## src/hw/ids_pkg.sv

```systemverilog
// Constants for the swap, test, exclusive-OR and DSP load decoder.
// Assumes a 16-bit instruction stream and a 32-bit data bus.
package ids_pkg;
   // Opcode match masks
   localparam logic [15:0] MASK_NM = 16'hf00f;
   localparam logic [15:0] MASK_N = 16'hf0ff;
   localparam logic [15:0] MASK_HI = 16'hff00;
   // Opcode match values
   localparam logic [15:0] OP_SWAPB = 16'h6008;
   localparam logic [15:0] OP_SWAPW = 16'h6009;
   localparam logic [15:0] OP_TSET = 16'h401b;
   localparam logic [15:0] OP_TRAP = 16'hc300;
   localparam logic [15:0] OP_ANDI_T = 16'hc800;
   localparam logic [15:0] OP_AND_T = 16'h2008;
   localparam logic [15:0] OP_ANDB_T = 16'hcc00;
   localparam logic [15:0] OP_XORI = 16'hca00;
   localparam logic [15:0] OP_XOR = 16'h200a;
   localparam logic [15:0] OP_XORB = 16'hce00;
   localparam logic [15:0] OP_MIDX = 16'h200d;
   localparam logic [15:0] OP_FIN_REL = 16'h8e00;
   localparam logic [15:0] OP_BEG_REL = 16'h8c00;
   localparam logic [15:0] OP_SETR = 16'h4014;
   localparam logic [15:0] OP_SETI = 16'h8200;
   localparam logic [3:0] OP_GRP4 = 4'h4;
   // DSP load targets; code is array index plus one
   localparam int CTL_N = 9;
   localparam logic [3:0] DST_NONE = 4'h0;
   localparam logic [3:0] DST_WRAP = 4'h1;
   localparam logic [3:0] DST_FIN = 4'h2;
   localparam logic [3:0] DST_BEG = 4'h3;
   localparam logic [3:0] DST_TSET = 4'ha;
   localparam logic [3:0] DST_ANDB = 4'hb;
   localparam logic [3:0] DST_XORB = 4'hc;
   localparam logic [3:0] DST_VEC = 4'hd;
   // Low bytes: wrap, finish, begin, flags, accum, x0, x1, y0, y1
   localparam logic [7:0] REG_LOW [CTL_N] = '{8'h5e, 8'h7e, 8'h6e, 8'h6a, 8'h7a, 8'h8a, 8'h9a, 8'haa, 8'hba};
   localparam logic [7:0] MEM_LOW [CTL_N] = '{8'h57, 8'h77, 8'h67, 8'h66, 8'h76, 8'h86, 8'h96, 8'ha6, 8'hb6};
   // Cycle counts
   localparam logic [3:0] CYC_ONE = 4'h1;
   localparam logic [3:0] CYC_TSET = 4'h4;
   localparam logic [3:0] CYC_TRAP = 4'h8;
   localparam logic [3:0] CYC_ANDB = 4'h3;
   localparam logic [3:0] CYC_XORB = 4'h3;
   localparam logic [3:0] CYC_LDCL = 4'h3;
   localparam logic [3:0] TRAP_STEP_PC = CYC_TRAP - CYC_ONE;
   localparam logic [3:0] TRAP_STEP_VEC = TRAP_STEP_PC - CYC_ONE;
   // Arithmetic and field constants
   localparam logic [31:0] WORD_STEP = 32'h4;
   localparam logic [31:0] PC_STEP = 32'h2;
   localparam logic [31:0] PC_READ_OFS = 32'h4;
   localparam logic [3:0] SP_IDX = 4'hf;
   localparam logic [3:0] IDX_ZERO = 4'h0;
   localparam logic [7:0] TSET_MSB = 8'h80;
   localparam logic [7:0] BYTE_ZERO = 8'h00;
   localparam int SR_T = 0;
   localparam int CNT_LO = 16;
   localparam int CNT_IMM_HI = 23;
   localparam int CNT_TOP_LO = 24;
   localparam int CNT_HI = 27;
   typedef enum logic [1:0] {
      ST_IDLE = 2'b00,
      ST_STALL = 2'b01,
      ST_TRAP = 2'b10
   } ids_state_t;
endpackage

```

## src/hw/ids_core.sv

```systemverilog
// Execute logic for swaps, test-and-set, trap, AND tests, XOR, extract and DSP loads.
// Assumes same-clock fetch and a data memory that answers a read in the cycle after the request.
`timescale 1ns/1ps
`default_nettype none
module ids_core
   import ids_pkg::*;
#(
   parameter logic [31:0] PC_RESET = 32'h0,
   parameter logic [31:0] SR_RESET = 32'h0
)
(
   input wire logic clock,
   input wire logic arst_n,
   input wire logic insn_valid,
   input wire logic [15:0] insn,
   output logic insn_ready,
   output logic [31:0] program_counter,
   output logic [31:0] status_word,
   output logic cond_flag,
   input wire logic [31:0] global_base,
   input wire logic [31:0] vector_base,
   output logic mem_req,
   output logic mem_we,
   output logic mem_byte,
   output logic [31:0] mem_addr,
   output logic [31:0] mem_wdata,
   input wire logic [31:0] mem_rdata,
   input wire logic gpr_ext_we,
   input wire logic [3:0] gpr_ext_sel,
   input wire logic [31:0] gpr_ext_data,
   input wire logic [3:0] dbg_sel,
   output logic [31:0] dbg_gpr,
   output logic [31:0] wrap_bounds,
   output logic [31:0] loop_finish_addr,
   output logic [31:0] loop_begin_addr,
   output logic [31:0] dsp_flags_word,
   output logic [31:0] accum_zero,
   output logic [31:0] in_x_first,
   output logic [31:0] in_x_second,
   output logic [31:0] in_y_first,
   output logic [31:0] in_y_second
);
   // Opcode compare under a mask
   function automatic logic hit(input logic [15:0] op, input logic [15:0] mask, input logic [15:0] val);
      return (op & mask) == val;
   endfunction

   // DSP target code for the register or post-increment form
   function automatic logic [3:0] dsp_dst(input logic [15:0] op, input logic mem);
      logic [3:0] d;
      d = DST_NONE;
      for (int i = 0; i < CTL_N; i++)
      begin
         if (op[15:12] == OP_GRP4 && op[7:0] == (mem ? MEM_LOW[i] : REG_LOW[i]))
            d = 4'(i + 1);
      end
      return d;
   endfunction

   // General register count; index 15 doubles as stack pointer
   localparam int GPR_N = 16;
   logic [31:0] gpr_reg [GPR_N];
   logic [31:0] ctl_reg [CTL_N];
   logic [31:0] pc_reg, sr_reg, dbg_reg;
   logic [31:0] mem_addr_reg, mem_wdata_reg;
   logic mem_req_reg, mem_we_reg, mem_byte_reg, pend_reg, ready_reg;
   logic [3:0] tag_req_reg, tag_pend_reg, cnt_reg;
   logic [7:0] hold_imm_reg;
   ids_state_t st_reg, st_next;

   // Operand fields
   wire logic fire = insn_valid & ready_reg;
   wire logic [7:0] imm = insn[7:0];
   wire logic [31:0] ra = gpr_reg[insn[11:8]];
   wire logic [31:0] rb = gpr_reg[insn[7:4]];
   wire logic [31:0] rz = gpr_reg[IDX_ZERO];
   wire logic [31:0] sp = gpr_reg[SP_IDX];
   wire logic [7:0] rd_byte = mem_rdata[7:0];

   // Register-to-register decode
   wire logic is_swapb = hit(insn, MASK_NM, OP_SWAPB);
   wire logic is_swapw = hit(insn, MASK_NM, OP_SWAPW);
   wire logic is_andt = hit(insn, MASK_NM, OP_AND_T);
   wire logic is_xor = hit(insn, MASK_NM, OP_XOR);
   wire logic is_midx = hit(insn, MASK_NM, OP_MIDX);

   // Single-register decode
   wire logic is_tset = hit(insn, MASK_N, OP_TSET);
   wire logic is_setr = hit(insn, MASK_N, OP_SETR);

   // Immediate and displacement decode
   wire logic is_trap = hit(insn, MASK_HI, OP_TRAP);
   wire logic is_andi = hit(insn, MASK_HI, OP_ANDI_T);
   wire logic is_andb = hit(insn, MASK_HI, OP_ANDB_T);
   wire logic is_xori = hit(insn, MASK_HI, OP_XORI);
   wire logic is_xorb = hit(insn, MASK_HI, OP_XORB);
   wire logic is_fin_rel = hit(insn, MASK_HI, OP_FIN_REL);
   wire logic is_beg_rel = hit(insn, MASK_HI, OP_BEG_REL);
   wire logic is_seti = hit(insn, MASK_HI, OP_SETI);

   // DSP load targets; only wrap, finish and begin memory forms are slow
   wire logic [3:0] rdst = dsp_dst(insn, 1'b0);
   wire logic [3:0] mdst = dsp_dst(insn, 1'b1);
   wire logic slow_ld = (mdst == DST_WRAP) | (mdst == DST_FIN) | (mdst == DST_BEG);

   // Execution length of the accepted instruction
   wire logic [3:0] ncyc = is_tset ? CYC_TSET :
      is_trap ? CYC_TRAP :
      is_andb ? CYC_ANDB :
      is_xorb ? CYC_XORB :
      slow_ld ? CYC_LDCL : CYC_ONE;

   // Trap steps: status push, counter push, then vector read
   wire logic trap_pc = (st_reg == ST_TRAP) && (cnt_reg == TRAP_STEP_PC);
   wire logic trap_vec = (st_reg == ST_TRAP) && (cnt_reg == TRAP_STEP_VEC);

   // Remaining busy cycles; loaded on accept, counts down to zero
   wire logic [3:0] cnt_next = fire ? ncyc - CYC_ONE : (cnt_reg != 4'h0) ? cnt_reg - CYC_ONE : 4'h0;

   // Next sequencer state
   always_comb
   begin
      unique case (st_reg)
         ST_IDLE: st_next = !fire || ncyc == CYC_ONE ? ST_IDLE : is_trap ? ST_TRAP : ST_STALL;
         ST_STALL: st_next = cnt_next == 4'h0 ? ST_IDLE : ST_STALL;
         ST_TRAP: st_next = cnt_next == 4'h0 ? ST_IDLE : ST_TRAP;
         default: st_next = ST_IDLE;
      endcase
   end

   // Register file write: swaps, XOR, extract, post-increment, stack push
   wire logic [31:0] alu_val = is_swapb ? {rb[31:16], rb[7:0], rb[15:8]} :
      is_swapw ? {rb[15:0], rb[31:16]} :
      is_xor ? ra ^ rb :
      {rb[15:0], ra[31:16]};

   // Write enables by source; only one source is live per cycle
   wire logic g_alu = fire & (is_swapb | is_swapw | is_xor | is_midx);
   wire logic g_inc = fire & (mdst != DST_NONE);
   wire logic g_push = (fire & is_trap) | trap_pc;
   wire logic g_xori = fire & is_xori;
   wire logic gw_en = g_alu | g_inc | g_push | g_xori;

   // Port select and value; the stack push wins over the rest
   wire logic [3:0] gw_sel = g_push ? SP_IDX : g_xori ? IDX_ZERO : insn[11:8];
   wire logic [31:0] gw_val = g_push ? sp - WORD_STEP :
      g_inc ? ra + WORD_STEP :
      g_xori ? rz ^ {24'h0, imm} :
      alu_val;

   // Memory request sources
   wire logic rq_tset = fire & is_tset;
   wire logic rq_gb = fire & (is_andb | is_xorb);
   wire logic rq_wb = pend_reg & ((tag_pend_reg == DST_TSET) | (tag_pend_reg == DST_XORB));
   wire logic rq_en = g_inc | rq_tset | rq_gb | g_push | trap_vec | rq_wb;

   // Write-back byte of the read-modify-write forms
   wire logic [7:0] wb_byte = (tag_pend_reg == DST_TSET) ? rd_byte | TSET_MSB : rd_byte ^ hold_imm_reg;

   // Address and data of the next request
   wire logic [31:0] rq_addr = g_push ? sp - WORD_STEP :
      trap_vec ? vector_base + {22'h0, hold_imm_reg, 2'b00} :
      rq_gb ? rz + global_base :
      rq_wb ? mem_addr_reg : ra;
   wire logic [31:0] rq_data = rq_wb ? {24'h0, wb_byte} : fire ? sr_reg : pc_reg;

   // Tag travels with the request so returning data finds its target
   wire logic [3:0] rq_tag = g_inc ? mdst : rq_tset ? DST_TSET :
      rq_gb ? (is_andb ? DST_ANDB : DST_XORB) : trap_vec ? DST_VEC : DST_NONE;

   // Relative address: instruction address plus four plus twice the displacement
   wire logic [31:0] pc_rel = pc_reg + PC_READ_OFS + {{23{imm[7]}}, imm, 1'b0};

   // Control register writes: accepted instruction and returning load data
   wire logic [3:0] cf_sel = rdst != DST_NONE ? rdst : is_fin_rel ? DST_FIN : is_beg_rel ? DST_BEG : DST_NONE;
   wire logic [31:0] cf_val = rdst != DST_NONE ? ra : pc_rel;
   wire logic [3:0] cp_sel = pend_reg ? tag_pend_reg : DST_NONE;

   // Test results; each writes the flag true or false
   wire logic t_andi = (rz[7:0] & imm) == BYTE_ZERO;
   wire logic t_andt = (ra & rb) == 32'h0;
   wire logic t_tset = rd_byte == BYTE_ZERO;
   wire logic t_andb = (rd_byte & hold_imm_reg) == BYTE_ZERO;

   // Status word next value
   logic [31:0] sr_next;
   always_comb
   begin
      sr_next = sr_reg;
      // Flag writers; at most one is live in a cycle
      if (fire & is_andi)
         sr_next[SR_T] = t_andi;
      if (fire & is_andt)
         sr_next[SR_T] = t_andt;
      if (pend_reg && tag_pend_reg == DST_TSET)
         sr_next[SR_T] = t_tset;
      if (pend_reg && tag_pend_reg == DST_ANDB)
         sr_next[SR_T] = t_andb;
      // Loop count field, register or immediate form
      if (fire & is_setr)
         sr_next[CNT_HI:CNT_LO] = ra[11:0];
      if (fire & is_seti)
      begin
         sr_next[CNT_IMM_HI:CNT_LO] = imm;
         sr_next[CNT_HI:CNT_TOP_LO] = 4'h0;
      end
   end

   // Program counter: step on issue, vector fetch on trap
   wire logic [31:0] pc_next = (pend_reg && tag_pend_reg == DST_VEC) ? mem_rdata :
      fire ? pc_reg + PC_STEP : pc_reg;

   // Sequencer, status and counter
   always_ff @(posedge clock or negedge arst_n)
   begin
      if (!arst_n)
      begin
         st_reg <= ST_IDLE;
         cnt_reg <= 4'h0;
         ready_reg <= 1'b1;
         pc_reg <= PC_RESET;
         sr_reg <= SR_RESET;
         hold_imm_reg <= 8'h00;
      end
      else
      begin
         st_reg <= st_next;
         cnt_reg <= cnt_next;
         ready_reg <= st_next == ST_IDLE;
         pc_reg <= pc_next;
         sr_reg <= sr_next;
         hold_imm_reg <= fire ? imm : hold_imm_reg;
      end
   end

   // Memory request flops, one-cycle request
   always_ff @(posedge clock or negedge arst_n)
   begin
      if (!arst_n)
      begin
         mem_req_reg <= 1'b0;
         mem_we_reg <= 1'b0;
         mem_byte_reg <= 1'b0;
         mem_addr_reg <= 32'h0;
         mem_wdata_reg <= 32'h0;
         tag_req_reg <= DST_NONE;
         pend_reg <= 1'b0;
         tag_pend_reg <= DST_NONE;
      end
      else
      begin
         mem_req_reg <= rq_en;
         mem_we_reg <= rq_en & (g_push | rq_wb);
         mem_byte_reg <= rq_en & (rq_tset | rq_gb | rq_wb);
         mem_addr_reg <= rq_en ? rq_addr : mem_addr_reg;
         mem_wdata_reg <= rq_en ? rq_data : mem_wdata_reg;
         tag_req_reg <= rq_tag;
         pend_reg <= mem_req_reg & ~mem_we_reg;
         tag_pend_reg <= tag_req_reg;
      end
   end

   // General registers; internal write beats the external port
   always_ff @(posedge clock or negedge arst_n)
   begin
      if (!arst_n)
      begin
         for (int i = 0; i < GPR_N; i++)
            gpr_reg[i] <= 32'h0;
         dbg_reg <= 32'h0;
      end
      else
      begin
         if (gw_en)
            gpr_reg[gw_sel] <= gw_val;
         else if (gpr_ext_we)
            gpr_reg[gpr_ext_sel] <= gpr_ext_data;
         dbg_reg <= gpr_reg[dbg_sel];
      end
   end

   // DSP and loop registers; the later instruction wins a same-cycle clash
   always_ff @(posedge clock or negedge arst_n)
   begin
      if (!arst_n)
      begin
         for (int i = 0; i < CTL_N; i++)
            ctl_reg[i] <= 32'h0;
      end
      else
      begin
         for (int i = 0; i < CTL_N; i++)
         begin
            if (fire && cf_sel == 4'(i + 1))
               ctl_reg[i] <= cf_val;
            else if (cp_sel == 4'(i + 1))
               ctl_reg[i] <= mem_rdata;
         end
      end
   end

   // Outputs straight from flops
   // Instruction port and status
   assign insn_ready = ready_reg;
   assign program_counter = pc_reg;
   assign status_word = sr_reg;
   assign cond_flag = sr_reg[SR_T];

   // Data memory request
   assign mem_req = mem_req_reg;
   assign mem_we = mem_we_reg;
   assign mem_byte = mem_byte_reg;
   assign mem_addr = mem_addr_reg;
   assign mem_wdata = mem_wdata_reg;

   // Debug read of the general registers
   assign dbg_gpr = dbg_reg;

   // Loop, modulo and DSP registers
   assign wrap_bounds = ctl_reg[0];
   assign loop_finish_addr = ctl_reg[1];
   assign loop_begin_addr = ctl_reg[2];
   assign dsp_flags_word = ctl_reg[3];
   assign accum_zero = ctl_reg[4];
   assign in_x_first = ctl_reg[5];
   assign in_x_second = ctl_reg[6];
   assign in_y_first = ctl_reg[7];
   assign in_y_second = ctl_reg[8];
endmodule // ids_core
`default_nettype wire

```

## config.mk

```make
export PLATFORM = sky130hd
export DESIGN_NAME = ids_core
export DESIGN_NICKNAME = d
export VERILOG_FILES = /design/src/hw/ids_pkg.sv /design/src/hw/ids_core.sv
export SDC_FILE = /design/constraint.sdc
export NUM_CORES = 2
export LEC_CHECK = 0
export BUFFER_PORTS_ARGS = -buffer_cell sky130_fd_sc_hd__buf_2
export CORE_ASPECT_RATIO = 1.1
export CORE_MARGIN = 2
export CORE_UTILIZATION = 45
export DETAILED_ROUTE_END_ITERATION = 8
export GPL_TIMING_DRIVEN = 0
export PLACE_DENSITY = 0.61
export SYNTH_ARGS = -nofsm -noshare
export SYNTH_HDL_FRONTEND = slang
export SYNTH_SLANG_ARGS = --single-unit
```

## constraint.sdc

```tcl
create_clock -name clock -period 4.15 [get_ports clock]
set_input_delay 0 -clock clock [delete_from_list [all_inputs] [get_ports clock]]
set_output_delay 0 -clock clock [all_outputs]
set_load 0.02 [all_outputs]
```

# Yosys cells after proc, flatten, opt, wreduce, memory -nomap -nowiden
# Cells that the tools add are included.
# op_classes
n_addsub,9
magnitude_cmp,7
n_eq_ne,65
muxes,98
n_bitwise,46
n_reduce_logical,60
# ops
operator,count
$mux W32,41
$bwmux W512,2
$mux W512,2
$bmux W32 S4,3
$demux W32 S4,2
$eq A8 B8 Y1 const B,16
$mux W4,28
$eq A8 B7 Y1 const B,12
$add A32 B3 Y32 const B,2
$add A32 B32 Y32,2
$eq A4 B3 Y1 const B,11
$logic_and A1 B1 Y1,34
$add A32 B10 Y32,1
$add A32 B2 Y32 const B,1
$and A32 B32 Y32,1
$eq A4 B4 Y1 const B,8
$logic_not A32 Y1,1
$sub A32 B3 Y32 const B,1
$xor A32 B32 Y32,1
$xor A32 B8 Y32,1
$ge A5 B5 Y1 const B,5
$not A4 Y5,5
$eq A12 B11 Y1 const B,2
$eq A4 B2 Y1 const B,6
26 further kinds,97
# word_totals
regBits,968
inputBits,156
out_inout_bits,453
word_cells,326

# Depth between registers and ports, before layout
# depth
word_depth,25
mapped_depth,19
depth_no_buf,16

# Least setup slack after synthesis
# Ideal clock, no wire load.
# synth_path
kind,reg2reg
start,register pc_reg[2] (netlist: program_counter[2])
end,"register ctl_reg, in the netlist dsp_flags_word[18]"
setup_ns,0.145
arrival_time_ns,3.277
t_required_ns,4.005
setup_slack_ns,0.728
path_stages_with_launch,17
n_path_buf,0
synth_period_minus_slack_ns,3.422
cell_sequence,dfrtp_1 > inv_1 > ha_1 > inv_1 > ha_1 > inv_1 > fa_1 > nand2b_1 > a21oi_1 > o31ai_1 > nand2_1 > a21oi_1 > o21ai_0 > a31oi_1 > xnor2_1 > mux2i_1 > o21ai_0
# synth_via
elab_chain_len,4
# synth_rtl
item,line,source
start: declaration,ids_core.sv:64,"logic [31:0] pc_reg, sr_reg, dbg_reg;"
start signal: assignment,ids_core.sv:230,pc_reg <= pc_next;
$add A32 B3 Y32,ids_core.sv:172,"wire logic [31:0] pc_rel = pc_reg + PC_READ_OFS + {{23{imm[7]}}, imm, 1'b0};"
$add A32 B32 Y32,ids_core.sv:172,
$mux W32,ids_core.sv:176,wire logic [31:0] cf_val = rdst != DST_NONE ? ra : pc_rel;
$mux W32,ids_core.sv:294,if (fire && cf_sel == 4'(i + 1))
end signal: indexed assignment,ids_core.sv:295,ctl_reg[i] <= cf_val;
end signal: indexed assignment,ids_core.sv:297,ctl_reg[i] <= mem_rdata;
end: declaration,ids_core.sv:63,logic [31:0] ctl_reg [CTL_N];
# Every way passes these cells.
# A chain may end at the register's enable or synchronous reset.

# Worst setup path in the final report
# layout_path
start,input port insn[6]
end,register gpr_reg[151] (netlist bit)
# layout_via
elab_chain_len,17
word_cells_on_any_way,46
classes_between,eq/ne: 9; mux: 20; bitwise: 6; reduce/logical: 11
# layout_rtl
item,line,source
start: declaration,ids_core.sv:15,"input wire logic [15:0] insn,"
$eq A8 B7 Y1,ids_core.sv:54,if (op[15:12] == OP_GRP4 && op[7:0] == (mem ? MEM_LOW[i] : REG_LOW[i]))
$logic_and A1 B1 Y1,ids_core.sv:54,
$mux W1,ids_core.sv:54,
$mux W4 (8 in a row),ids_core.sv:54,
$reduce_bool A4 Y1,ids_core.sv:139,wire logic g_inc = fire & (mdst != DST_NONE);
$and A1 B1 Y1,ids_core.sv:139,
$mux W32 or $or A1 B1 Y1 (tied branches),"ids_core.sv:147, ids_core.sv:142",
$mux W32 or $or A1 B1 Y1 (tied branches),"ids_core.sv:146, ids_core.sv:142",
$bwmux W512 or $or A1 B1 Y1 (tied branches),"ids_core.sv:275, ids_core.sv:142",
$mux W512 or $reduce_bool A2 Y1 (tied branches),-,
end signal: indexed assignment,ids_core.sv:275,gpr_reg[gw_sel] <= gw_val;
end signal: indexed assignment,ids_core.sv:277,gpr_reg[gpr_ext_sel] <= gpr_ext_data;
end: declaration,ids_core.sv:62,logic [31:0] gpr_reg [GPR_N];
# Several ways; a longest one is shown, not always the timed one. The select of a mux whose other input is x is not followed.

==> metrics.md <==
| Metric | Value |
|---|---|
| EDFF count, synth | 0 |
| Final nets | approximately 7200 |
| Die width | 360 um |
| Max-Slew Margin vs Limit | -13.2% |
| Initial antenna violation count | slightly above 40 |
| Die extent in y | just under 400 um |
| Fin Hold WS | between 0.01 and 0.015 ns |
| Final non-filler cell total | between 8000 and 9000 |
| Max-cap viol count | 6 |
| Worst-Margin Slew | around 1.7 ns |
| CTS root buf | clkbuf_16 |
| Synth unique cells | 124 |
| First-pass GRT wire length | about 510000 um |
| CTS Buffer Depth | 3 |
| Most frequent cells in the layout | 957 x dfrtp_1, 588 x buf_2, 576 x o21ai_0, 500 x nand2_1, 480 x a22oi_1 |
| Asr flop ratio synth | 100% |
| Clock latency on the worst-skew pair | just over 0.8 ns |
| Cts bufs inserted | between 100 and 150 |
| First DRT Iteration DRCs | 10200 |
| DR WL/cell | about 43 um |
| CP max stage delay | 1.24 ns |
| Top_reg_cell synth | dfrtp_1 |
| Failing checks | capacitance limit, slew limit, setup timing |
| Synth top area cells | dfrtp_1 38%, mux4_2 15%, a22oi_1 5.7% |
| Syn avg cell area | ~10 um2 |
| Layout cells sized above 1 | around a quarter |
| Core Region | 138000 um2 |
| Yosys top cell area share | 38.5% |
| Syn Inst Count | between 6000 and 7000 |
| Vias per cell | 7.30 |
| Setup violations, final | between 200 and 300 |
| Gr usage total | 52.4% |
| Final min period | ~4.4 ns |
| Yosys warns | 0 |
| Drt drc | 0 |
| Worst Setup Start Kind | primary input |
| Cells after DPL | roughly 8400 |
| Final Wtd Congestion | roughly 1.1 |
| Post-synth top area cell | dfrtp_1 |
| CTS tree | done |
| IO buf count | about 520 |
| Hold Violations, Final | 0 |
| Worst-path cell chain | buf_2 > clkbuf_4 > nand2b_1 > a21oi_1 > o211ai_1 > nand2_1 > a21oi_2 > nand3b_1 > nor3_4 > clkbuf_1 > a22oi_1 > o21ai_1 |
| Fmax | between 0.2 and 0.25 GHz |
| Total grt overflow | 0 |
| Hold Crit Class | in2reg |
| Register area share after synthesis | 38.5% |
| Initial core utilization | between 40% and 50% |
| Slew Limit Fails | 44 |
| Crit Path Class | in2reg |
| Critical Path AT | approximately 5 ns |
| Clk pin slew, worst setup/hold paths | approximately 0.07 ns |
| Peak fanout along the critical path | 10 |
| Max reg flops | 448 |
| Largest net degree at the start of global routing | around 150 |
| Static leakage | 0.0324 uW |
| Num ports | 609 |
| #FFs+latches synth | 968 |
| Layout fillers | between 10000 and 15000 |
| Family with the most delay on the worst path | buffers and inverters |
| Worst EP required | between 4 and 5 ns |
| Final WL | ~380000 um |
| Synthesis-to-finish area growth | 18.9% |
| Vias | roughly 64000 |
| Vias in the first global route | between 60000 and 70000 |
| Power Dens Cells | around 500 nW/um2 |
| Multi-input gate area | between 30000 and 40000 um2 |
| Drt pass-1 iters | 6 |
| Slowest-stage cell, CP | clkbuf_1 |
| Worst vdd ir | 0.000398 V |
| Commonest non-fill, non-tap cell in the layout | dfrtp_1 |
| Period utilization | 106% |
| Final WS setup | -0.235 ns |
| TritonCTS Sinks | roughly 970 |
| Crit path buffers/inverters | 3 |
| Post-DRT Antenna Nets | 0 |
| Status | finished, violations left |
| DP HPWL | 283000 um |
| Mapped cell area | roughly 63000 um2 |
| Worst Skew | 0.0656 ns |
| Die area | between 100000 and 150000 um2 |
| CP Capture Type | flip-flop |
| Rows | approximately 140 |
| Seq. cell area | between 20000 and 25000 um2 |
| H-tree levels | 3 |
-- power breakdown --
part | internal (uW) | switching, uW | total, uW
logic | 4700 | 7760 | 12500
registers | 10900 | 2180 | 13100
clock network | 6630 | 4800 | 11400
-- area by class of cell --
class	instances	area share, %
diodes	36	0.121
plain buffers	616	4.43
clock buffers	141	4.13
clock inverters	62	1.40
inverters	56	0.285
multi-input cells	4396	48.0
flip-flops and latches	968	32.4
well taps	1812	3.03
repair buffers	701	6.12
-- final timing paths --
kind	endpoint	start	cells past startpoint	slack, ns
setup / recovery	gpr_reg[151]	insn[6]	12	-0.23
hold / removal	mem_addr[14]	global_base[13]	7	0.01
setup reg to reg	gpr_reg[135]	rz[7]	11	-0.20
hold reg to reg	tag_pend_reg[1]	tag_req_reg[1]	0	0.35
max in group asynchronous	gpr_reg[45]	arst_n	7	1.18
min in group asynchronous	in_x_second[11]	arst_n	4	0.34
-- tightest hold or removal path: stages --
cell      delay (ns)
buf_2           0.10
ha_1            0.17
a21oi_1         0.10
xnor2_1         0.18
o211ai_1        0.08
o21ai_0         0.07
o21ai_0         0.08
-- cell families after synthesis --
family,count (synthesis),share of synthesized area [%]
other,1,0.00596
adders and majority gates,153,3.08
xor gates and xnor gates,157,2.19
and+or+nand+nor,1356,10.2
buffers and inverters,678,5.36
DFF,968,38.5
muxes,755,21.0
AOI/OAI and AO/OA,1956,19.7
-- per-layer routing --
layer	routed length, um	vias to the layer above	track usage [%]
li1	-	24500	-
met1	121000	31700	56.6
met2	161000	5950	76.4
met3	51200	1938	21.9
met4	47400	30	52.0
met5	319	-	0.642
-- synth_stat cells, types with 86 or more instances --
cell	instances
dfrtp_1	967
o21ai_0	580
nand2_1	506
a22oi_1	481
mux4_2	431
clkbuf_1	379
nor2_1	364
a21oi_1	329
mux2i_1	279
o21ai_1	163
ha_1	150
nand3_1	107
xnor2_1	86
-- through the flow --
stage	worst slack, ns	util, %	setup TNS, ns	instance area [um2]	power (uW)
after floorplan	0.728	-	0	62900	19000
after global placement	-19.10	49.0	-	67800	24100
after detailed placement	-2.21	49.2	-1128.42	68200	24300
after CTS	0.000217	53.6	0	74300	35900
after global routing	-0.00460	53.9	-0.0120	74600	37600
final	-0.235	54.0	-21.08	74700	36900
-- timing repair --
item	4_1_cts	5_1_grt
hold buffers	120	0
setup endpoints to repair	827	448
hold endpoints to repair	680	0
setup buffers	28	14
pin swaps	12	5
gates resized for setup	113	96
Power figures use the tool's default switching activity.
